<file path="src/include/fsf_defs.svh">
// offsets, field positions, reset values and clock ratios of the filter
`ifndef FSF_DEFS_SVH
`define FSF_DEFS_SVH
// register byte offsets
`define REG_MODE       8'h00
`define REG_STAT       8'h04
`define REG_DATA       8'h08
`define REG_CHAN       8'h0C
// mode register fields
`define MODE_RATE_LSB  0
`define MODE_RATE_W    10
`define MODE_SINC3_BIT 10
`define MODE_CHOP_BIT  11
`define MODE_SIXTY_BIT 12
`define MODE_AVG_LSB   13
`define MODE_USED_W    15
`define MODE_RST       32'h00000060
// channel register width
`define CHAN_W         3
// clock rates in kHz, master clock made by a phase accumulator
`define SYS_KHZ        16'd20000
`define MCLK_KHZ       16'd4920
// modulator runs at master clock / 2**4, sinc period is 2**10 x rate word
`define MOD_DIV_LOG2   4
`define SINC_BASE_LOG2 10
// result word width
`define RES_W          24
`endif

</file>
<file path="src/include/fsf_pkg.sv">
// types shared by the fast settling filter
package fsf_pkg;
  // averaging select codes, in code order 00..11
  typedef enum logic [1:0] {AVG_OFF, AVG_BY2, AVG_BY8, AVG_BY16} avg_sel_t;
  // conversion sequencer states
  typedef enum {ST_RESTART, ST_DISCARD, ST_ACCUM, ST_PUSH} conv_state_t;
endpackage

</file>
<file path="src/verilog/fast_settle_filter.sv">
// sinc filter with averaging postfilter, apb registers and result fifo
//
// Added by the designer: the register offsets and the APB slave port.
`timescale 1ns/1ps
`include "fsf_defs.svh"

// Summary of operation
// - averaging code zero runs plain sinc output
// - fast mode averages 2, 8 or 16 sinc outputs
// - sinc4 period (4+avg-1) x 1024 x rate cycles
// - sinc3 period (3+avg-1) x 1024 x rate cycles
// - rate word is unsigned ten-bit value
// - fast mode result settles within one period without chop, two periods with chop
// - channel switch adds no delay in fast mode without chop
// - misaligned input step gives one unsettled result
// - chop keeps rate, settling takes two periods
// - sinc notch rate-based, postfilter notches divided
// - sixty hertz bit adds notch, keeps fifty
// - sinc4, rate 6, avg 16 gives 42.1 Hz
// - sinc4, rate 30, avg 16 gives 8.4 Hz
// - sixty hertz bit sits in mode register
// - normal mode channel change resets filter, resettles
module fast_settle_filter
  import fsf_pkg::*;
#(
  parameter int W          = 66,          // sinc word width
  parameter int RES_LSB    = 40,          // lowest averaged bit kept in result
  parameter int FIFO_DEPTH = 32           // result fifo depth
)(
  input  wire logic                clk_sys,
  input  wire logic                rstn,
  input  wire logic [7:0]          paddr,
  input  wire logic                psel,
  input  wire logic                penable,
  input  wire logic                pwrite,
  input  wire logic [31:0]         pwdata,
  output logic [31:0]              prdata,
  output logic                     pready,
  output logic                     pslverr,
  input  wire logic                mod_bit,
  output logic [`CHAN_W-1:0]       chan_sel,
  output logic                     mod_reset,
  output logic                     result_ready
);
  localparam int A  = W + 5;              // accumulator width
  localparam int CW = $clog2(FIFO_DEPTH+1);
  if (RES_LSB + `RES_W > A) $error("result field exceeds accumulator");

  // averaging count minus one per select code
  function automatic logic [3:0] avg_last(input avg_sel_t s);
    case (s)
      AVG_BY2:  avg_last = 4'h1;
      AVG_BY8:  avg_last = 4'h7;
      AVG_BY16: avg_last = 4'hF;
      default:  avg_last = 4'h0;
    endcase
  endfunction

  // divide shift per select code
  function automatic int avg_shift(input avg_sel_t s);
    case (s)
      AVG_BY2:  avg_shift = 1;
      AVG_BY8:  avg_shift = 3;
      AVG_BY16: avg_shift = 4;
      default:  avg_shift = 0;
    endcase
  endfunction

  // ---------------- registers and bus state
  logic [31:0]         mode_q;            // mode register
  logic [`CHAN_W-1:0]  chan_next_q;       // channel written by software
  logic [`CHAN_W-1:0]  chan_sel_q;        // channel in use
  logic                pready_q;          // access phase answer
  logic                pslverr_q;         // unmapped address answer
  logic [31:0]         prdata_q;          // read data
  logic                mod_reset_q;       // modulator reset pulse
  logic                result_ready_q;    // fifo holds a result
  logic [15:0]         nco_q;             // master clock phase
  logic                mclk_en_q;         // master clock enable
  logic [19:0]         per_q;             // master clocks in sinc period
  logic                mod_meta_q;        // modulator bit sync stage 1
  logic                mod_sync_q;        // modulator bit sync stage 2
  conv_state_t         st_q;              // conversion sequencer
  logic [3:0]          cnt_q;             // sinc outputs in this phase
  logic signed [A-1:0] acc_q;             // postfilter sum
  logic signed [W-1:0] prev_q;            // previous sinc output
  logic signed [A-1:0] conv_prev_q;       // previous conversion, chop pair
  logic                pair_ok_q;         // previous conversion usable
  logic                chop_pol_q;        // input swap state
  logic [`RES_W-1:0]   res_q;             // result waiting for fifo

  // ---------------- mode fields
  wire [9:0]  rate_word = mode_q[`MODE_RATE_LSB +: `MODE_RATE_W];
  wire        rate_word_msb = rate_word[9];
  wire        rate_word_lsb = rate_word[0];
  wire        average_select_hi = mode_q[`MODE_AVG_LSB+1];
  wire        average_select_lo = mode_q[`MODE_AVG_LSB];
  wire        sixty_hz_notch_enable = mode_q[`MODE_SIXTY_BIT];
  wire        sinc3_sel = mode_q[`MODE_SINC3_BIT];
  wire        chop_en = mode_q[`MODE_CHOP_BIT];
  wire avg_sel_t avg_sel = avg_sel_t'({average_select_hi, average_select_lo});
  wire        fast = (avg_sel != AVG_OFF);
  wire        chop_on = chop_en & fast;

  // zero rate word is served as one
  wire [9:0]  rate_eff = (rate_word == 10'h000) ? 10'h001 : rate_word;
  // unsigned word times 1024 master clocks per sinc output
  wire [19:0] period_last = {rate_eff, {`SINC_BASE_LOG2{1'b0}}} - 20'h00001;

  // ---------------- bus decode
  wire        access   = psel & penable & pready_q;
  wire        hit_mode = (paddr == `REG_MODE);
  wire        hit_stat = (paddr == `REG_STAT);
  wire        hit_data = (paddr == `REG_DATA);
  wire        hit_chan = (paddr == `REG_CHAN);
  wire        mapped   = hit_mode | hit_stat | hit_data | hit_chan;
  wire        wr_mode  = access & pwrite & hit_mode;
  wire        wr_chan  = access & pwrite & hit_chan;
  // normal mode channel change and any mode write restart the filter
  wire        restart_req = wr_mode | (wr_chan & ~fast);

  // ---------------- fifo hookup
  logic                fifo_wr_ready;
  logic                fifo_rd_valid;
  logic [`RES_W-1:0]   fifo_rd_data;
  logic [CW-1:0]       fifo_count;
  wire                 fifo_wr_valid = (st_q == ST_PUSH);
  wire                 fifo_pop = access & ~pwrite & hit_data & fifo_rd_valid;

  // ---------------- read mux
  logic [31:0] rd_word;
  always_comb
  begin
    rd_word = 32'h00000000;
    if (hit_mode)
      rd_word = {{(32-`MODE_USED_W){1'b0}}, mode_q[`MODE_USED_W-1:0]};
    else if (hit_stat)
      rd_word = {{(24-CW){1'b0}}, fifo_count, 6'h00,
                 (st_q == ST_DISCARD), fifo_rd_valid};
    else if (hit_data)
      rd_word = fifo_rd_valid ? {{(32-`RES_W){1'b0}}, fifo_rd_data} : 32'h00000000;
    else if (hit_chan)
      rd_word = {{(32-`CHAN_W){1'b0}}, chan_next_q};
  end

  // ---------------- timing strobes
  wire [15:0] nco_sum = nco_q + `MCLK_KHZ;
  wire        nco_hit = (nco_sum >= `SYS_KHZ);
  wire        mod_en  = mclk_en_q & (per_q[`MOD_DIV_LOG2-1:0] == '1);
  wire        dec_en  = mclk_en_q & (per_q == period_last);

  // ---------------- sinc stage
  logic signed [W-1:0] sinc_out;
  logic                sinc_valid;
  wire                 sinc_clear = (st_q == ST_RESTART);

  sinc_core #(.W(W)) u_sinc (
    .clk_sys     (clk_sys),
    .rstn        (rstn),
    .clear       (sinc_clear),
    .mod_en      (mod_en),
    .mod_bit     (mod_sync_q ^ chop_pol_q),
    .dec_en      (dec_en),
    .third_order (sinc3_sel),
    .out_q       (sinc_out),
    .out_valid_q (sinc_valid)
  );

  // ---------------- postfilter arithmetic
  // with the sixty hertz bit each term is a two-tap mean of sinc outputs
  wire signed [W:0]   pair_term = ($signed({sinc_out[W-1], sinc_out})
                                 + $signed({prev_q[W-1], prev_q})) >>> 1;
  wire signed [W:0]   one_term  = $signed({sinc_out[W-1], sinc_out});
  wire signed [W:0]   term      = sixty_hz_notch_enable ? pair_term : one_term;
  wire signed [A-1:0] acc_d     = acc_q + A'(term);
  wire signed [A-1:0] conv      = acc_d >>> avg_shift(avg_sel);
  // chop mean of two opposite-polarity conversions
  wire signed [A:0]   chop_sum  = $signed({conv[A-1], conv})
                                + $signed({conv_prev_q[A-1], conv_prev_q});
  wire signed [A-1:0] chop_mean = A'(chop_sum >>> 1);
  wire signed [A-1:0] final_val = chop_on ? chop_mean : conv;
  wire [`RES_W-1:0]   res_word  = final_val[RES_LSB +: `RES_W];
  // discard the outputs before the sinc has filled
  wire [3:0]          discard_last = sinc3_sel ? 4'h1 : 4'h2;
  wire [3:0]          accum_last   = avg_last(avg_sel);
  wire                last_term    = (cnt_q == accum_last);
  wire                need_pair    = chop_on & ~pair_ok_q;

  sample_fifo #(.WIDTH(`RES_W), .DEPTH(FIFO_DEPTH)) u_fifo (
    .clk_sys  (clk_sys),
    .rstn     (rstn),
    .wr_valid (fifo_wr_valid),
    .wr_ready (fifo_wr_ready),
    .wr_data  (res_q),
    .rd_valid (fifo_rd_valid),
    .rd_ready (fifo_pop),
    .rd_data  (fifo_rd_data),
    .count    (fifo_count)
  );

  // ---------------- apb slave, one wait state per access
  always_ff @(posedge clk_sys)
    if (!rstn)
    begin
      pready_q  <= 1'b0;
      pslverr_q <= 1'b0;
      prdata_q  <= 32'h00000000;
    end
    else
    begin
      pready_q  <= psel & penable & ~pready_q;
      pslverr_q <= psel & penable & ~pready_q & ~mapped;
      prdata_q  <= (psel & penable & ~pready_q & ~pwrite) ? rd_word : 32'h00000000;
    end

  // ---------------- software registers
  always_ff @(posedge clk_sys)
    if (!rstn)
    begin
      mode_q      <= `MODE_RST;
      chan_next_q <= '0;
      mod_reset_q <= 1'b0;
    end
    else
    begin
      if (wr_mode)
        mode_q <= {{(32-`MODE_USED_W){1'b0}}, pwdata[`MODE_USED_W-1:0]};
      if (wr_chan)
        chan_next_q <= pwdata[`CHAN_W-1:0];
      mod_reset_q <= restart_req;
    end

  // ---------------- master clock phase accumulator
  always_ff @(posedge clk_sys)
    if (!rstn)
    begin
      nco_q     <= 16'h0000;
      mclk_en_q <= 1'b0;
    end
    else
    begin
      nco_q     <= nco_hit ? nco_sum - `SYS_KHZ : nco_sum;
      mclk_en_q <= nco_hit;
    end

  // ---------------- sinc period counter, free running between restarts
  always_ff @(posedge clk_sys)
    if (!rstn || restart_req)
      per_q <= 20'h00000;
    else if (dec_en)
      per_q <= 20'h00000;
    else if (mclk_en_q)
      per_q <= per_q + 20'h00001;

  // ---------------- modulator bit synchroniser
  always_ff @(posedge clk_sys)
    if (!rstn)
    begin
      mod_meta_q <= 1'b0;
      mod_sync_q <= 1'b0;
    end
    else
    begin
      mod_meta_q <= mod_bit;
      mod_sync_q <= mod_meta_q;
    end

  // ---------------- conversion sequencer
  always_ff @(posedge clk_sys)
    if (!rstn)
    begin
      st_q        <= ST_RESTART;
      cnt_q       <= 4'h0;
      acc_q       <= '0;
      prev_q      <= '0;
      conv_prev_q <= '0;
      pair_ok_q   <= 1'b0;
      chop_pol_q  <= 1'b0;
      chan_sel_q  <= '0;
      res_q       <= '0;
    end
    else if (restart_req)
    begin
      // abort and resettle from scratch
      st_q      <= ST_RESTART;
      pair_ok_q <= 1'b0;
    end
    else
    begin
      case (st_q)
        ST_RESTART:
        begin
          // sinc is cleared this cycle, new channel takes effect here
          cnt_q      <= 4'h0;
          acc_q      <= '0;
          chan_sel_q <= chan_next_q;
          if (chan_next_q != chan_sel_q)
            pair_ok_q <= 1'b0;
          if (chop_on)
            chop_pol_q <= ~chop_pol_q;
          else
            chop_pol_q <= 1'b0;
          st_q <= ST_DISCARD;
        end
        ST_DISCARD:
        begin
          // skip the sinc fill, keep the last one for the two-tap mean
          if (sinc_valid)
          begin
            prev_q <= sinc_out;
            if (cnt_q == discard_last)
            begin
              cnt_q <= 4'h0;
              st_q  <= ST_ACCUM;
            end
            else
              cnt_q <= cnt_q + 4'h1;
          end
        end
        ST_ACCUM:
        begin
          // sum the averaging window, plain mode uses a window of one
          if (sinc_valid)
          begin
            prev_q <= sinc_out;
            if (last_term)
            begin
              conv_prev_q <= conv;
              pair_ok_q   <= 1'b1;
              cnt_q       <= 4'h0;
              acc_q       <= '0;
              if (need_pair)
                st_q <= ST_RESTART;
              else
              begin
                res_q <= res_word;
                st_q  <= ST_PUSH;
              end
            end
            else
            begin
              acc_q <= acc_d;
              cnt_q <= cnt_q + 4'h1;
            end
          end
        end
        ST_PUSH:
        begin
          // stall here while the fifo is full
          if (fifo_wr_ready)
            st_q <= fast ? ST_RESTART : ST_ACCUM;
        end
        default:
          st_q <= ST_RESTART;
      endcase
    end

  // ---------------- registered outputs
  always_ff @(posedge clk_sys)
    if (!rstn)
      result_ready_q <= 1'b0;
    else
      result_ready_q <= (fifo_count > CW'(1)) | (fifo_rd_valid & ~fifo_pop)
                      | fifo_wr_valid & fifo_wr_ready;

  assign prdata       = prdata_q;
  assign pready       = pready_q;
  assign pslverr      = pslverr_q;
  assign chan_sel     = chan_sel_q;
  assign mod_reset    = mod_reset_q;
  assign result_ready = result_ready_q;
endmodule // fast_settle_filter

</file>
<file path="src/verilog/sample_fifo.sv">
// result fifo with valid and ready on both sides
`timescale 1ns/1ps
module sample_fifo #(
  parameter int WIDTH = 24,
  parameter int DEPTH = 32
)(
  input  wire logic                       clk_sys,
  input  wire logic                       rstn,
  input  wire logic                       wr_valid,
  output logic                            wr_ready,
  input  wire logic [WIDTH-1:0]           wr_data,
  output logic                            rd_valid,
  input  wire logic                       rd_ready,
  output logic [WIDTH-1:0]                rd_data,
  output logic [$clog2(DEPTH+1)-1:0]      count
);
  localparam int AW = $clog2(DEPTH);
  if (DEPTH < 2 || (1 << AW) != DEPTH) $error("fifo depth must be a power of two");

  logic [WIDTH-1:0] mem [DEPTH];          // storage
  logic [AW-1:0]    wp_q;                 // write pointer
  logic [AW-1:0]    rp_q;                 // read pointer
  logic [AW:0]      cnt_q;                // fill level
  wire              push = wr_valid & wr_ready;
  wire              pop  = rd_valid & rd_ready;

  // honest full and empty from the fill level
  assign wr_ready = (cnt_q != (AW+1)'(DEPTH));
  assign rd_valid = (cnt_q != '0);
  assign rd_data  = mem[rp_q];
  assign count    = cnt_q;

  // storage write, no reset needed
  always_ff @(posedge clk_sys)
    if (push)
      mem[wp_q] <= wr_data;

  // pointers and level
  always_ff @(posedge clk_sys)
    if (!rstn)
    begin
      wp_q  <= '0;
      rp_q  <= '0;
      cnt_q <= '0;
    end
    else
    begin
      if (push) wp_q <= wp_q + 1'b1;
      if (pop)  rp_q <= rp_q + 1'b1;
      cnt_q <= cnt_q + (AW+1)'(push) - (AW+1)'(pop);
    end
endmodule // sample_fifo

</file>
<file path="src/verilog/sinc_core.sv">
// third or fourth order sinc decimator on the modulator bit stream
`timescale 1ns/1ps
module sinc_core #(
  parameter int W = 66
)(
  input  wire logic                clk_sys,
  input  wire logic                rstn,
  input  wire logic                clear,
  input  wire logic                mod_en,
  input  wire logic                mod_bit,
  input  wire logic                dec_en,
  input  wire logic                third_order,
  output logic signed [W-1:0]      out_q,
  output logic                     out_valid_q
);
  if (W < 66) $error("sinc word too narrow for order four at full decimation");

  logic signed [W-1:0] integ_q [4];        // integrator chain
  logic signed [W-1:0] dly_q   [4];        // comb delay taps
  logic signed [W-1:0] comb    [5];        // comb chain values
  wire  signed [W-1:0] x = mod_bit ? W'(1) : -W'(1);

  // comb chain, input taken from third or fourth integrator
  always_comb
  begin
    comb[0] = third_order ? integ_q[2] : integ_q[3];
    for (int k = 0; k < 4; k++)
      comb[k+1] = comb[k] - dly_q[k];
  end

  // integrators at modulator rate, combs at decimated rate
  always_ff @(posedge clk_sys)
    if (!rstn || clear)
    begin
      for (int k = 0; k < 4; k++)
      begin
        integ_q[k] <= '0;
        dly_q[k]   <= '0;
      end
      out_q       <= '0;
      out_valid_q <= 1'b0;
    end
    else
    begin
      out_valid_q <= dec_en;
      if (mod_en)
      begin
        integ_q[0] <= integ_q[0] + x;
        for (int k = 1; k < 4; k++)
          integ_q[k] <= integ_q[k] + integ_q[k-1];
      end
      if (dec_en)
      begin
        for (int k = 0; k < 4; k++)
          dly_q[k] <= comb[k];
        out_q <= third_order ? comb[3] : comb[4];
      end
    end
endmodule // sinc_core
</file>
<file path="config.mk">
export PLATFORM = sky130hd
export DESIGN_NAME = fast_settle_filter
export DESIGN_NICKNAME = d
export VERILOG_FILES = /design/src/include/fsf_pkg.sv /design/src/verilog/fast_settle_filter.sv /design/src/verilog/sample_fifo.sv /design/src/verilog/sinc_core.sv
export VERILOG_INCLUDE_DIRS = /design/src /design/src/include
export SDC_FILE = /design/constraint.sdc
export NUM_CORES = 2
export LEC_CHECK = 0
export BUFFER_PORTS_ARGS = -buffer_cell sky130_fd_sc_hd__buf_2
export CORE_ASPECT_RATIO = 2
export CORE_MARGIN = 4
export CORE_UTILIZATION = 29
export DETAILED_ROUTE_END_ITERATION = 10
export SLEW_MARGIN = 5
export SYNTH_ARGS = -nofsm -noshare
export SYNTH_HDL_FRONTEND = slang
export SYNTH_SLANG_ARGS = --single-unit
</file>
<file path="constraint.sdc">
create_clock -name clk_sys -period 14 [get_ports clk_sys]
set_input_delay 1.4 -clock clk_sys [delete_from_list [all_inputs] [get_ports clk_sys]]
set_output_delay 1.4 -clock clk_sys [all_outputs]
set_load 0.01 [all_outputs]
</file>
==> summary.txt <==
CTS
  – CTS Root Cell: clkbuf_16
  – Post-CTS Setup Inserts: 0
  – Maximum buffer depth of the clock tree: 4
  – Sink Count: between 1500 and 2000
  – Clk Latency, worst-skew pair: 0.85 ns
  – Clk pin slew, worst setup/hold paths: about 0.07 ns
  – CTS tree: done
  – Hold-fix buffers at CTS: 0
  – H-tree levels: 4
  – Num CTS Buffers: 163
  – PostCTS Resize Cnt: 0

Floorplan
  – Num ports: 85
  – Initial core utilization: 29.10%
  – Die area: approximately 380000 µm²
  – Core Footprint: ~360000 µm²
  – Die W: roughly 440 µm
  – Die Ht: roughly 860 µm
  – Rows: between 300 and 400

Detailed routing
  – Drc violations: 0
  – Routed WL: ~290000 µm
  – Via count: 77660
  – Post-DR vias/cell: 5.172
  – DRT met1 WL: 96020 µm
  – Number of routed nets with antenna violations: 0
  – First-iteration detailed-routing DRC count: 3892
  – WL met3: 7737 µm
  – Routed wire per std cell: 19.50 µm
  – Max layer used: met5
  – Wire length on met2: 169600 µm
  – First-pass DRT Iterations: 7

Timing
  – Fin crit period: 12.19 ns
  – Fin crit share: 87.08%
  – Final setup skew: 0.06404 ns
  – Worst slew pin tran: 1.235 ns
  – Finish-stage setup viols: 0
  – Slew Limit Fails: 0
  – RSZ-0062 raised after global routing: no
  – Worst rel slew slack: 17.66%
  – Setup total negative slack: 0 ns
  – Max Clk Rate: 0.08203 GHz
  – Final Hold Viols: 0

Logic synthesis
  – Register bit total from synthesis: 1703
  – Post-Syn Area: 106200 µm²
  – Sequential area share after synthesis: 44.31%
  – Syn Inst Count: 10240
  – Ys Warns: 0
  – Biggest area consumer among synthesized cells: edfxtp_1
  – Syn avg cell area: 10.37 µm²
  – Fraction of registers with async set/reset: 0%
  – Post-synth EDFFs: 1296
  – Most used DFF post-synth: edfxtp_1
  – Yosys top cell area share: 36.64%
  – Post-synthesis cell type count: 114
  – Synth area leaders: edfxtp_1 (37%), ha_1 (8.8%), dfxtp_1 (7.7%)

Cells and area
  – Layout cells sized above 1: 9.610%
  – Area grow syn2layout: 10.43%
  – Area of the multi-input gates: between 50000 and 60000 µm²
  – Fin area: 117300 µm²
  – FF/Latch Area: 47090 µm²
  – Layout Nets: 10950
  – Commonest cells after routing, fill and taps aside: edfxtp_1 (1296), nor2_1 (950), a21oi_1 (902)
  – Most common cell after layout, fill and taps aside: edfxtp_1
  – Number of fill cells: 37000

Min path
  – Worst Hold Class: register to register

Setup path
  – Worst-path fanout max: 22
  – Critical Path Sink Type: register
  – Worst Setup Path Type: register to register
  – Max stage delay cell, worst path: dfxtp_4
  – Most Frequent Cell on Critical Path: a21o_1
  – Arr. time, crit path: 12.90 ns
  – CP startpoint kind: register
  – Largest stage delay on the critical path: 0.56 ns
  – Critical path data required time: 14.71 ns
  – Worst path top cell family by delay: compound AO/OA/AOI/OAI gates
  – CP Buf/Inv Count: 1

Global route
  – Antenna violations before repair: 7
  – All-Layer GR Usage: between 10 and 15%
  – Vias in the first global route: about 80000
  – First-pass GRT wire length: 446800 µm
  – Remaining global-route overflow: 0
  – Largest net degree at the start of global routing: 146

Placed design
  – Gpl congestion: 0.8834
  – PortBufs: 59
  – DP Area: 112000 µm²
  – Dpl hpwl: 216000 µm

Outcome
  – Status: complete, no violations

Job
  – Max-Cap Viols: 0
-- layer usage --
| layer | vias up | global-route usage [%] |
|---|---|---|
| met5 | - | 0 |
| li1 | 37760 | - |
| met4 | 2 | 8.751 |
| met2 | 1442 | 31.70 |
| met3 | 731 | 1.234 |
| met1 | 37730 | 13.20 |
-- final timing paths --
| kind | slack, ns | cells past startpoint | startpoint | end |
|---|---|---|---|---|
| hold reg to reg | 0.44 | 1 | mod_meta_q | mod_sync_q |
| setup / recovery | 1.81 | 48 | mode_q[10] | u_sinc.out_q[65] |
| setup reg to reg | 1.81 | 48 | mode_q[10] | u_sinc.out_q[65] |
| hold / removal | 0.44 | 1 | mod_meta_q | mod_sync_q |
-- flip-flops by register name (all words and copies together), names as in the netlist, 13 cells and up, named ones only --
signal	count
conv_prev_q	65
prev_q	66
u_fifo.mem	768
acc_q	71
u_sinc.integ_q	264
per_q	20
u_sinc.out_q	66
mode_q	15
u_sinc.dly_q	264
res_q	24
nco_q	13
prdata	24
-- kinds of logic (layout without fill, tap and decap cells) --
logic type / count (synthesis) / count (layout) / share of synthesized area (%)
multiplexers: 530 / 530 / 8.270
AND/OR/NAND/NOR: 2863 / 2863 / 12.73
AO/OA/AOI/OAI: 2776 / 2776 / 16.82
XOR/XNOR: 659 / 659 / 5.448
flip-flops: 1703 / 1703 / 44.31
adder cells (fa/ha/maj): 757 / 757 / 8.995
other: 1 / 14 / 0.003531
buffers and inverters: 951 / 975 / 3.429
-- area by class of cell --
class	count	area share, %
Sequential cell	1703	40.15
Tap cell	4740	5.056
Clock buffer	212	3.828
Inverter	520	1.676
Multi-Input combinational cell	7593	47.62
Timing Repair Buffer	167	0.9750
Clock inverter	76	0.6816
Antenna cell	6	0.01280
-- stage by stage --
step	hold WS (ns)	setup slack (ns)	instances	util, %
global placement	0.4264	1.933	14720	30.68
global route	0.4686	1.027	15010	32.13
finish	0.4402	1.809	15020	32.14
detailed placement	0.4281	1.877	14720	30.68
floorplan	0.4119	2.907	10250	-
CTS	0.4465	1.788	15010	32.13
-- synth_stat cells, types with 112 or more instances --
master / count
nor2_1: 987
nand2b_1: 112
o21bai_1: 129
a21o_1: 491
and3_1: 183
a21oi_1: 902
inv_1: 517
and2_1: 182
nor3_1: 143
nand4_1: 135
mux2i_1: 113
xnor2_1: 397
dfxtp_1: 407
ha_1: 746
nand3_1: 148
o21ai_0: 468
clkbuf_1: 346
mux4_2: 262
nand2_1: 708
edfxtp_1: 1296
xor2_1: 260
mux2_2: 152
Power is not shown: default switching activity piles up to over one toggle a cycle in this logic, so the estimate is an artifact.
